==> src/design/sfs_pkg.sv <==
// Purpose: Constants shared by the sensor fault safe-state output block.
// Assumes: 25 MHz system clock on mclk.
// Notes: Register map for the APB slave and protocol/mode encodings.
package sfs_pkg;
    // Clock rate and derived timing
    localparam int unsigned CLK_HZ = 25000000;
    localparam int unsigned REPORT_MS = 5;          // Fault must reach host within this
    localparam int unsigned FRAME_MS = 1;           // Longest allowed transmission
    localparam int unsigned REPORT_CYC = CLK_HZ / 1000 * REPORT_MS;
    localparam int unsigned FRAME_CYC = CLK_HZ / 1000 * FRAME_MS;
    localparam int unsigned BOOT_WIN_US = 100;      // Programming entry window after start-up
    localparam int unsigned BOOT_WIN_CYC = CLK_HZ / 1000000 * BOOT_WIN_US;

    // Output protocol selection, fixed at manufacture
    typedef enum logic [1:0] {
        SFS_PROTO_PWM = 2'h0,
        SFS_PROTO_CONT = 2'h1,
        SFS_PROTO_TRIG = 2'h2
    } sfs_proto_e;

    // Status nibble bit positions
    localparam int unsigned ST_WARN_BIT = 2;
    localparam int unsigned ST_ERR_BIT = 3;

    // APB register byte addresses
    localparam logic [7:0] ADDR_CTRL = 8'h00;
    localparam logic [7:0] ADDR_STATUS = 8'h04;
    localparam logic [7:0] ADDR_ANGLE = 8'h08;
    localparam logic [7:0] ADDR_FRAME = 8'h0c;

    // CTRL fields
    localparam int unsigned CTRL_PP_BIT = 0;         // 1: push-pull drive
    localparam int unsigned CTRL_EN_BIT = 1;         // Transmission enable
    localparam logic [31:0] CTRL_RST_VAL = 32'h0000_0003;

    // STATUS fields
    localparam int unsigned STAT_FLT_BIT = 0;
    localparam int unsigned STAT_OV_BIT = 1;
    localparam int unsigned STAT_RSTIND_BIT = 2;
    localparam int unsigned STAT_PROG_BIT = 3;
    localparam int unsigned STAT_VALID_BIT = 4;
    localparam int unsigned STAT_LONG_BIT = 5;

    // Frame length in cycles, default inside the 1 ms bound
    localparam logic [15:0] FRAME_LEN_RST = 16'd10000;
    localparam logic [7:0] PROG_CMD = 8'ha5;
endpackage : sfs_pkg

==> src/design/sfs_sync.sv <==
// Purpose: Three-stage synchroniser with agreement filter for pin inputs.
// Assumes: Input is asynchronous to mclk.
// Notes: Output changes only when stages two and three agree.
`timescale 1ns/10ps
module sfs_sync #(
    parameter logic RST_VAL = 1'b0
) (
    input wire logic mclk,
    input wire logic nrst,
    input wire logic din,
    output logic dout
);
    logic s1_q;
    logic s2_q;
    logic s3_q;
    logic out_q;

    // First stage feeds only the second
    always_ff @(posedge mclk or negedge nrst) begin
        if (!nrst) begin
            s1_q <= RST_VAL;
            s2_q <= RST_VAL;
            s3_q <= RST_VAL;
            out_q <= RST_VAL;
        end else begin
            s1_q <= din;
            s2_q <= s1_q;
            s3_q <= s2_q;
            if (s2_q == s3_q) begin
                out_q <= s3_q;
            end
        end
    end

    assign dout = out_q;
endmodule : sfs_sync

==> src/design/sfs_apb.sv <==
// Purpose: APB slave for the safe-state block registers.
// Assumes: 32-bit APB3, zero wait states.
// Notes: Unmapped addresses read zero and answer pslverr.
`timescale 1ns/10ps
module sfs_apb (
    input wire logic mclk,
    input wire logic nrst,
    input wire logic psel,
    input wire logic penable,
    input wire logic pwrite,
    input wire logic [7:0] paddr,
    input wire logic [31:0] pwdata,
    input wire logic [31:0] stat_word,
    output logic [31:0] prdata,
    output logic pready,
    output logic pslverr,
    output logic [31:0] ctrl,
    output logic [11:0] angle,
    output logic [15:0] frame_len
);
    import sfs_pkg::*;

    logic [31:0] ctrl_q;
    logic [11:0] angle_q;
    logic [15:0] frame_q;
    wire acc = psel & penable;
    wire hit_ctrl = (paddr == ADDR_CTRL);
    wire hit_stat = (paddr == ADDR_STATUS);
    wire hit_ang = (paddr == ADDR_ANGLE);
    wire hit_frm = (paddr == ADDR_FRAME);
    wire mapped = hit_ctrl | hit_stat | hit_ang | hit_frm;

    // Writes land at the access phase only
    always_ff @(posedge mclk or negedge nrst) begin
        if (!nrst) begin
            ctrl_q <= CTRL_RST_VAL;
            angle_q <= 12'h000;
            frame_q <= FRAME_LEN_RST;
        end else if (acc && pwrite) begin
            if (hit_ctrl) ctrl_q <= pwdata;
            if (hit_ang) angle_q <= pwdata[11:0];
            if (hit_frm) frame_q <= pwdata[15:0];
        end
    end

    // Read mux, narrow fields sit low
    assign prdata = !acc ? 32'h0 : hit_ctrl ? {30'h0, ctrl_q[1:0]} : hit_stat ? stat_word :
                    hit_ang ? {20'h0, angle_q} : hit_frm ? {16'h0, frame_q} : 32'h0;
    assign pready = 1'b1;
    assign pslverr = acc & ~mapped;
    assign ctrl = ctrl_q;
    assign angle = angle_q;
    assign frame_len = frame_q;
endmodule : sfs_apb

==> src/design/sfs_top.sv <==
// Purpose: Fault signalling and output-line control for an angle sensor.
// Assumes: Supply comparators and output pin arrive asynchronously.
// Notes: Frame formats are outside; this block emits a framed status nibble.
// The start-up window belongs to programming only, so no frame starts inside it.
// A missed report deadline is only shown in status: the host owns the polling rate.
// Operation
// - Report faults via status bit or diag duty
// - Reach safe state on error
// - Hold indication while fault lasts, once minimum
// - Clear indication when fault gone
// - Indicate fault to host within 5 ms
// - Keep each transmission within 1 ms (a longer frame_len is only flagged in status)
// - Angle valid only without supply faults
// - Undervoltage forces reset
// - Overvoltage tristates output, stops protocol
// - Output pin overvoltage also flags overvoltage
// - Interrupted exchange recovers without lockup
// - Driver selectable push-pull or open-drain (triggered mode ignores the CTRL bit and is always open-drain)
// - Push-pull drives both levels
// - Triggered mode releases line when high
// - Programming entry only right after start-up
// - Protocol fixed at manufacture
// - Outputs high impedance during reset
// - Report reset after returning to operation
`timescale 1ns/10ps
module sfs_top #(
    parameter sfs_pkg::sfs_proto_e PROTO = sfs_pkg::SFS_PROTO_TRIG,
    parameter int unsigned BOOT_WIN = sfs_pkg::BOOT_WIN_CYC,
    parameter int unsigned REPORT_LIMIT = sfs_pkg::REPORT_CYC
) (
    input wire logic mclk,
    input wire logic nrst,
    input wire logic psel,
    input wire logic penable,
    input wire logic pwrite,
    input wire logic [7:0] paddr,
    input wire logic [31:0] pwdata,
    output logic [31:0] prdata,
    output logic pready,
    output logic pslverr,
    input wire logic uv_det,
    input wire logic ov_det,
    input wire logic pin_ov_det,
    input wire logic int_fault,
    input wire logic sensor_output_pin_i,
    output logic sensor_output_pin_o,
    output logic sensor_output_pin_oe,
    output logic [3:0] status_nibble,
    output logic [11:0] angle_out,
    output logic angle_valid,
    output logic prog_mode,
    output logic sys_rst_req
);
    import sfs_pkg::*;

    typedef enum logic [1:0] {
        SFS_IDLE = 2'b00,
        SFS_LOW = 2'b01,
        SFS_HIGH = 2'b11
    } sfs_tx_e;

    logic uv_s, ov_s, pov_s, pin_s;
    logic [31:0] ctrl;
    logic [11:0] angle;
    logic [15:0] frame_len;
    logic [31:0] stat_word;
    logic [31:0] rd_data;
    logic rd_ready, rd_err;

    // Comparator levels share one synchroniser shape; each bit still runs its own instance and filter,
    // so one comparator can be seen a cycle or more before the others
    logic [2:0] cmp_raw;
    logic [2:0] cmp_s;
    assign cmp_raw = {pin_ov_det, ov_det, uv_det};
    for (genvar gi = 0; gi < 3; gi++) begin : g_cmp_sync
        sfs_sync #(.RST_VAL(1'b0)) u_sync (
            .mclk(mclk),
            .nrst(nrst),
            .din(cmp_raw[gi]),
            .dout(cmp_s[gi])
        );
    end
    assign uv_s = cmp_s[0];
    assign ov_s = cmp_s[1];
    assign pov_s = cmp_s[2];

    // The line idles high on its pull-up, so the filter starts high: no false edge after reset
    sfs_sync #(.RST_VAL(1'b1)) u_pin (.mclk(mclk), .nrst(nrst), .din(sensor_output_pin_i), .dout(pin_s));

    sfs_apb u_apb (
        .mclk(mclk),
        .nrst(nrst),
        .psel(psel),
        .penable(penable),
        .pwrite(pwrite),
        .paddr(paddr),
        .pwdata(pwdata),
        .stat_word(stat_word),
        .prdata(rd_data),
        .pready(rd_ready),
        .pslverr(rd_err),
        .ctrl(ctrl),
        .angle(angle),
        .frame_len(frame_len)
    );

    // Fault combination
    wire ov_any = ov_s | pov_s;
    wire fault_now = ov_any | int_fault;
    wire trig_mode = (PROTO == SFS_PROTO_TRIG);
    wire push_pull = ctrl[CTRL_PP_BIT] & ~trig_mode;

    logic flt_q, flt_d;
    logic rstind_q, rstind_d;
    logic prog_q;
    logic boot_done_q;
    logic [$clog2(BOOT_WIN+1)-1:0] boot_cnt_q;
    logic [$clog2(REPORT_LIMIT+1)-1:0] rep_cnt_q;
    logic long_q;
    logic rep_late_q;
    logic [7:0] low_len_q;
    logic [15:0] tx_cnt_q;
    sfs_tx_e tx_q, tx_d;
    logic pin_prev_q;
    logic [7:0] cmd_sh_q;
    logic [2:0] cmd_bits_q;
    logic o_q, oe_q;
    logic [3:0] nib_q;
    logic [11:0] ang_q;
    logic val_q, rst_req_q;

    wire frame_end = (tx_q == SFS_HIGH) && (tx_cnt_q == 16'h0000);
    wire host_trig = pin_prev_q & ~pin_s;
    wire start_tx = ~ov_any & ~prog_q & boot_done_q & ctrl[CTRL_EN_BIT] &
                    (trig_mode ? host_trig : 1'b1);

    // Sticky fault: set wins, cleared only after a frame carried it
    assign flt_d = fault_now | (flt_q & ~frame_end);
    // Reset indication sent once after coming back
    assign rstind_d = rstind_q & ~frame_end;

    always_ff @(posedge mclk or negedge nrst) begin
        if (!nrst) begin
            flt_q <= 1'b0;
            rstind_q <= 1'b1;
        end else begin
            flt_q <= flt_d;
            rstind_q <= rstind_d;
        end
    end

    // Start-up window for programming command
    always_ff @(posedge mclk or negedge nrst) begin
        if (!nrst) begin
            boot_cnt_q <= '0;
            boot_done_q <= 1'b0;
        end else if (!boot_done_q) begin
            boot_cnt_q <= boot_cnt_q + 1'b1;
            boot_done_q <= (boot_cnt_q == ($clog2(BOOT_WIN+1))'(BOOT_WIN - 1));
        end
    end

    // Command decode: each low pulse on the line is one bit, a long pulse is a one.
    // Low time is measured on the synchronised level, so the filter lag falls on
    // both edges and cancels; the threshold sits well clear of either pulse length.
    localparam int unsigned BIT_LONG_CYC = 16;
    wire line_rose = ~pin_prev_q & pin_s;
    wire cmd_bit = (low_len_q >= 8'(BIT_LONG_CYC));
    wire cmd_full = (cmd_bits_q == 3'h7) & line_rose;
    wire [7:0] cmd_next = {cmd_sh_q[6:0], cmd_bit};

    always_ff @(posedge mclk or negedge nrst) begin
        if (!nrst) begin
            pin_prev_q <= 1'b1;
            low_len_q <= 8'h00;
            cmd_sh_q <= 8'h00;
            cmd_bits_q <= 3'h0;
            prog_q <= 1'b0;
        end else begin
            pin_prev_q <= pin_s;
            if (host_trig) begin
                low_len_q <= 8'h00;
            end else if (!pin_s && low_len_q != 8'hff) begin
                low_len_q <= low_len_q + 8'h01;                // Saturates on a stuck-low line
            end
            if (!boot_done_q && !prog_q && line_rose) begin
                cmd_sh_q <= cmd_next;
                cmd_bits_q <= cmd_bits_q + 3'h1;
            end
            if (!boot_done_q && cmd_full && cmd_next == PROG_CMD) begin
                prog_q <= 1'b1;
            end
        end
    end

    // Transmit sequencer; a frame ends by count or on overvoltage, no host action can stall it
    always_comb begin
        tx_d = tx_q;
        unique case (tx_q)
            SFS_IDLE: if (start_tx) tx_d = SFS_LOW;
            SFS_LOW: if (ov_any) tx_d = SFS_IDLE; else if (tx_cnt_q == 16'h0000) tx_d = SFS_HIGH;
            SFS_HIGH: if (ov_any || tx_cnt_q == 16'h0000) tx_d = SFS_IDLE;
            default: tx_d = SFS_IDLE;
        endcase
    end

    always_ff @(posedge mclk or negedge nrst) begin
        if (!nrst) begin
            tx_q <= SFS_IDLE;
            tx_cnt_q <= 16'h0000;
        end else begin
            tx_q <= tx_d;
            if (tx_q != tx_d) begin
                tx_cnt_q <= {1'b0, frame_len[15:1]};
            end else if (tx_cnt_q != 16'h0000) begin
                tx_cnt_q <= tx_cnt_q - 16'h0001;
            end
        end
    end

    // Report-latency watchdog and frame length check
    always_ff @(posedge mclk or negedge nrst) begin
        if (!nrst) begin
            rep_cnt_q <= '0;
            long_q <= 1'b0;
        end else begin
            long_q <= (frame_len > 16'(FRAME_CYC));
            if (!flt_q || frame_end) begin
                rep_cnt_q <= '0;
            end else if (rep_cnt_q != ($clog2(REPORT_LIMIT+1))'(REPORT_LIMIT)) begin
                rep_cnt_q <= rep_cnt_q + 1'b1;
            end
        end
    end

    // Deadline miss: the host stopped polling while a fault waited. Nothing here
    // can push a frame out in triggered mode, so the miss is only made visible.
    always_ff @(posedge mclk or negedge nrst) begin
        if (!nrst) begin
            rep_late_q <= 1'b0;
        end else begin
            rep_late_q <= (rep_cnt_q == ($clog2(REPORT_LIMIT+1))'(REPORT_LIMIT));
        end
    end

    // Pin drive: tristate on overvoltage or programming; open-drain releases high
    always_ff @(posedge mclk or negedge nrst) begin
        if (!nrst) begin
            o_q <= 1'b0;
            oe_q <= 1'b0;
        end else begin
            o_q <= (tx_d == SFS_HIGH);
            if (ov_any || prog_q) begin
                oe_q <= 1'b0;
            end else if (push_pull) begin
                oe_q <= 1'b1;
            end else begin
                oe_q <= (tx_d == SFS_LOW);
            end
        end
    end

    // Status nibble and angle outputs
    always_ff @(posedge mclk or negedge nrst) begin
        if (!nrst) begin
            nib_q <= 4'h0;
            ang_q <= 12'h000;
            val_q <= 1'b0;
            rst_req_q <= 1'b0;
        end else begin
            nib_q <= {rstind_q, flt_q, 2'b00};
            val_q <= ~ov_any & ~uv_s & ~prog_q;
            ang_q <= (ov_any | uv_s) ? 12'h000 : angle;
            rst_req_q <= uv_s;
        end
    end

    // Status word; the deadline flag sits just above the documented fields
    assign stat_word = {25'h0, rep_late_q, long_q, val_q, prog_q, rstind_q, ov_any, flt_q};
    assign prdata = rd_data;
    assign pready = rd_ready;
    assign pslverr = rd_err;
    assign sensor_output_pin_o = o_q;
    assign sensor_output_pin_oe = oe_q;
    assign status_nibble = nib_q;
    assign angle_out = ang_q;
    assign angle_valid = val_q;
    assign prog_mode = prog_q;
    assign sys_rst_req = rst_req_q;
endmodule : sfs_top

==> config.mk <==
export PLATFORM = sky130hd
export DESIGN_NAME = sfs_top
export DESIGN_NICKNAME = d
export VERILOG_FILES = /design/src/design/sfs_pkg.sv /design/src/design/sfs_sync.sv /design/src/design/sfs_apb.sv /design/src/design/sfs_top.sv
export SDC_FILE = /design/constraint.sdc
export NUM_CORES = 1
export LEC_CHECK = 0
export ABC_AREA = 1
export BUFFER_PORTS_ARGS = -buffer_cell sky130_fd_sc_hd__buf_2
export CORE_MARGIN = 4
export CORE_UTILIZATION = 60
export CTS_CLUSTER_SIZE = 10
export DETAILED_ROUTE_END_ITERATION = 12
export PLACE_DENSITY = 0.84
export RECOVER_POWER = 50
export SKIP_LAST_GASP = 1
export SYNTH_ARGS = -nofsm -noshare
export SYNTH_HDL_FRONTEND = slang
export SYNTH_SLANG_ARGS = --single-unit
==> constraint.sdc <==
create_clock -name mclk -period 4.2 [get_ports mclk]
set_clock_uncertainty 0.05 [all_clocks]
set_input_delay 0.42 -clock mclk [delete_from_list [all_inputs] [get_ports mclk]]
set_output_delay 0.42 -clock mclk [all_outputs]
set_load 0.01 [all_outputs]
Word-level counts from Yosys, hierarchy flattened. Cells that the tools add are included.

Add/subtract/negate cells: 5. $lt $le $gt $ge: 2. Equal/unequal tests: 18. Multiplexer cells: 19. Bitwise gates (word level): 27. Reductions and logical operators: 24.

Operators with widths (count): $mux W32 (4); $mux W16 (3); $mux W17 (2); $add A17 B1 Y17 const B (1); $eq A17 B17 Y1 const B (1); $ne A17 B17 Y1 const B (1); $eq A8 B4 Y1 const B (2); $gt A16 B15 Y1 const B (1); $logic_not A16 Y1 (1); $mux W8 (2); $reduce_bool A16 Y1 (1); $sub A16 B1 Y16 const B (1); $and A1 B1 Y1 (13); $add A12 B1 Y12 const B (1); $eq A12 B12 Y1 const B (1); $mux W12 (1); $add A8 B1 Y8 const B (1); $eq A8 B3 Y1 const B (1); $eq A8 B8 Y1 const B (1); $ge A8 B5 Y1 const B (1); $logic_not A8 Y1 (1); $mux W2 (4); $ne A8 B8 Y1 const B (1); $logic_and A1 B1 Y1 (7); 15 further kinds (42).

Register bits after elaboration: 136. Output and inout port bits: 55. Logic and storage cells: 134.

Logic depth before layout (Yosys ltp).
Depth after elaboration: 10. Depth in mapped cells: 12. Mapped depth without buffers: 12.

By module. From an unflattened synthesis, not the netlist that was laid out.

Cells, all modules: 939. Area total of the unflattened synthesis: 8046.5 sq um.

Modules (own cells, without submodules): sfs_top (instances 1, cells an instance 501, area each 4444.3 sq um, seq. area each 2254.7 sq um); sfs_apb (instances 1, cells an instance 406, area each 3131.8 sq um, seq. area each 1510.2 sq um); sfs_sync at g_cmp_sync[0].u_sync ... (instances 3, cells an instance 8, area each 116.4 sq um, seq. area each 100.1 sq um); sfs_sync at u_pin (instances 1, cells an instance 8, area each 121.4 sq um, seq. area each 105.1 sq um).

Least setup slack after synthesis. No wires, ideal clock.

Kind: input to output. Start: input port paddr[1]. End: output port prdata[1]. Arrival time: 1.383 ns. Data required time: 3.730 ns. Setup slack: 2.347 ns. Stages on the path: 9. Cells stage by stage: nor2_1 > nand2_1 > inv_1 > nand3_1 > clkinv_1 > a21oi_1 > o21ai_0 > nand2_1 > a21oi_1.

Cells in the longest elaborated chain, start to end: 6.

RTL lines: start, declared (RTL line sfs_top.sv:36) `input wire logic [7:0] paddr,`; $eq A8 B4 Y1 (RTL line sfs_apb.sv:30) `wire hit_frm = (paddr == ADDR_FRAME);`; $mux W16 (RTL line sfs_apb.sv:48) `hit_ang ? {20'h0, angle_q} : hit_frm ? {16'h0, frame_q} : 32'h0;`; $mux W32 (RTL line sfs_apb.sv:48); $mux W32 (RTL line sfs_apb.sv:47) `assign prdata = !acc ? 32'h0 : hit_ctrl ? {30'h0, ctrl_q[1:0]} : hit_stat ? stat_word :`; $mux W32 * (2 in series) (RTL line sfs_apb.sv:47); end, declared (RTL line sfs_top.sv:38) `output logic [31:0] prdata,`.

Mark *: on every way between the ends. The rest lies on a longest branch, timed or not.

==> results.json <==
{
  "finalHoldViolCount": 0,
  "cts_sinks": 136,
  "status": "finished with violations",
  "arrival_ns": 2.47,
  "drv_cap": 1,
  "crit_cells": 1,
  "final-max-slew-violation-count": 118,
  "relSlewSlack": -0.892,
  "drt-total-wl_um": 14200,
  "internal-power_uw": 2290,
  "avgSynthCellArea_um2": 8.98,
  "start_util": 0.622,
  "synth_ff_type": "dfrtp_1",
  "viasPerCell": 5.44,
  "p_sw_frac": 0.221,
  "syn_to_final_growth_pct": 14.5,
  "fin_nets": 862,
  "yosysWarnings": 0,
  "powerDensity_nw_per_um2": 394,
  "drt-initial-drc-count": 538,
  "critical_path_buf_inv_count": 1,
  "timing.final.crit_share": 0.596,
  "path_max_fanout": 117,
  "grt_pass1_wl_um": 23600,
  "synth_top_area_frac": 0.473,
  "crit_slowest_cell": "clkbuf_2",
  "cts_buffers": 17,
  "p_clk_frac": 0.475,
  "cp_top_family": "buffers and inverters",
  "whs_ns": 0.0398,
  "synth_area_um2": 6510,
  "switchingPower_uw": 649,
  "synth_edf_count": 0,
  "fmax_mhz": 400,
  "clock_latency_ns": 0.53,
  "async_reset_ff_frac": 1.00,
  "grt_remaining_overflow": 0,
  "yosys-top-cells-area": "dfrtp_1, nand2_1, inv_1",
  "yosysTopAreaCell": "dfrtp_1",
  "hold_end": "flt_q$_DFF_PN0_",
  "htree_num_levels": 4,
  "worst_pin_slew_ns": 2.84,
  "setup.worst_path.class": "input pin to async pin",
  "avgRoutedWirePerCell_um": 14.9,
  "ys_types": 42,
  "startpoint_type": "input pin",
  "leakagePower_uw": 0.00378,
  "core_area_um2": 10500,
  "postRouteAntennaNets": 0,
  "die_x_um": 112,
  "clk_pin_slew_ns": 0.06,
  "cp_slowest_stage_delay_ns": 1.92,
  "drive_gt1_frac": 0.182,
  "regToRegStartpoint": "tx_cnt_q[0]$_DFFE_PN0P_",
  "grt_pass1_vias": 5200,
  "grt_start_max_net_pins": 118,
  "vdd_ir_drop_max_uv": 333,
  "syn_inst": 725,
  "min_from": "int_fault",
  "hold_path_depth": 3,
  "dr.pass1.iters": 5,
  "track_usage": 0.233,
  "pwr-share-seq": 0.471,
  "die_area_um2": 12600,
  "reg2reg_to": "tx_cnt_q[0]$_DFFE_PN0P_",
  "remaining_drc_errors": 0,
  "gp_congestion": 0.933,
  "port_buffers": 69,
  "p_comb_frac": 0.054,
  "p_total_uw": 2940,
  "cts_tree": "built",
  "seq_area_frac_synth": 0.525,
  "die_y_um": 112,
  "rsz0062_at_grt": "false",
  "failed_checks": "capacitance limit, slew limit",
  "hold_class": "input pin to register",
  "io_pins": 105,
  "vias": 5182,
  "tns_ns": 0,
  "clockBufferDepth": 2,
  "r2r_setup_slack_ns": 1.97,
  "root_buffer": "clkbuf_8",
  "ys_ff_latch": 136,
  "dp_hpwl_um": 9810,
  "r2r.worst_path.cells": 12,
  "cp-end-kind": "async pin",
  "row_count": 37,
  "antenna_found_initial": 0,
  "period_minus_slack_ns": 2.50,
  "n_antenna_cell": 0,
  "finalSetupViolCount": 0,
  "crit_path_cell_trace": "clkbuf_2",
  "worstPathRequired_ns": 4.17
}
-- per-stage QoR --
stage	instance area [um^2]	std cells	setup WS (ns)	util
floorplan	6580	742	2.35	-
global placement	6870	917	1.85	0.657
detailed placement	6870	917	1.79	0.657
CTS	7470	953	1.78	0.714
global route	7460	953	1.12	0.713
finish	7460	953	1.70	0.713
-- state kept, by name, summed over array words and instances (netlist names), 7 cells and up --
signal	cells
u_apb.frame_len	16
u_apb.angle	12
boot_cnt_q	12
rep_cnt_q	17
low_len_q	8
cmd_sh_q	7
tx_cnt_q	16
angle_out	12
-- logic make-up (layout without fill, tap and decap cells) --
group                    count (synthesis)  in the layout  synth area share
adder cells (fa/ha/maj)                 12             12            0.0215
flip-flops                             136            136             0.525
AO/OA/AOI/OAI                          112            112            0.0988
AND/OR/NAND/NOR                        303            303             0.221
XOR/XNOR                                29             29            0.0390
buffers and inverters                  131            206            0.0932
other                                    2             19           0.00115
-- cells in the mapped netlist, types with 2 or more instances --
| cell type | count |
|---|---|
| nand2_1 | 133 |
| dfrtp_1 | 123 |
| inv_1 | 97 |
| nor2_1 | 78 |
| o21ai_0 | 47 |
| a21oi_1 | 32 |
| nand3_1 | 25 |
| buf_4 | 20 |
| xor2_1 | 17 |
| nor3_1 | 15 |
| nand3_2 | 14 |
| dfstp_2 | 13 |
| nand4_1 | 13 |
| xnor2_1 | 12 |
| o21ai_2 | 9 |
| clkbuf_1 | 8 |
| ha_1 | 8 |
| o211ai_1 | 8 |
| o21ai_1 | 6 |
| maj3_1 | 4 |
| nand2_2 | 4 |
| nand2_4 | 4 |
| nor2_2 | 4 |
| nor4_1 | 4 |
| o221ai_1 | 3 |
| a31oi_1 | 2 |
| buf_12 | 2 |
| conb_1 | 2 |
| inv_2 | 2 |
| nor2_4 | 2 |
| nor2_8 | 2 |
| or2_2 | 2 |
-- how the worst max path moves through the flow --
stage	endpoint	startpoint	slack, ns
after detailed placement	prdata[1]	paddr[1]	1.79
after CTS	prdata[1]	paddr[1]	1.78
after global placement	prdata[1]	paddr[1]	1.85
after floorplan	prdata[1]	paddr[1]	2.35
after global routing	low_len_q[4]$_DFFE_PN0P_	nrst	1.12
final	u_apb.angle[9]$_DFFE_PN0P_	nrst	1.70
-- routing by layer --
layer	global-route usage	part of all wire
met5	0	0
met4	0.111	0.032
met3	0.0728	0.059
met2	0.396	0.51
met1	0.270	0.40
-- cell usage in the layout (no fill, tap or decap), types with 8 or more instances in the layout --
master     instances
nand2_1          133
dfrtp_1          123
inv_1             97
nor2_1            79
buf_2             68
o21ai_0           47
a21oi_1           32
nand3_1           25
conb_1            19
xor2_1            17
clkbuf_16         16
nor3_1            15
nand3_2           14
nand4_1           13
xnor2_1           12
dfstp_2           10
o21ai_2            9
o211ai_1           8
ha_1               8
-- tightest hold or removal path, cell delays in order --
cell,delay [ns]
buf_2,0.08
nor2_1,0.04
nand2_1,0.05
-- final cells by class --
cell class,count,area (um^2)
well taps,136,170
flip-flops and latches,136,3420
fillers,747,3010
clock buffers,30,523
inverters,100,375
repair buffers,74,393
clock inverters,2,35.0
multi-input cells,475,2540
-- repair_timing --
action                                 4_1_cts  5_1_grt
endpoints found under the hold margin        4        0
hold buffers                                 4        0
resized for setup                            0        0
buffers inserted                             0        0
-- power groups by stage --
stage / Clock [uW] / Combinational, uW / Sequential, uW
after floorplan: 0 / 99.6 / 1400
after global placement: 0 / 148 / 1400
after detailed placement: 0 / 157 / 1410
after CTS: 1410 / 161 / 1390
after global routing: 1480 / 183 / 1390
final: 1400 / 158 / 1380
Power figures use the tool's default switching activity.
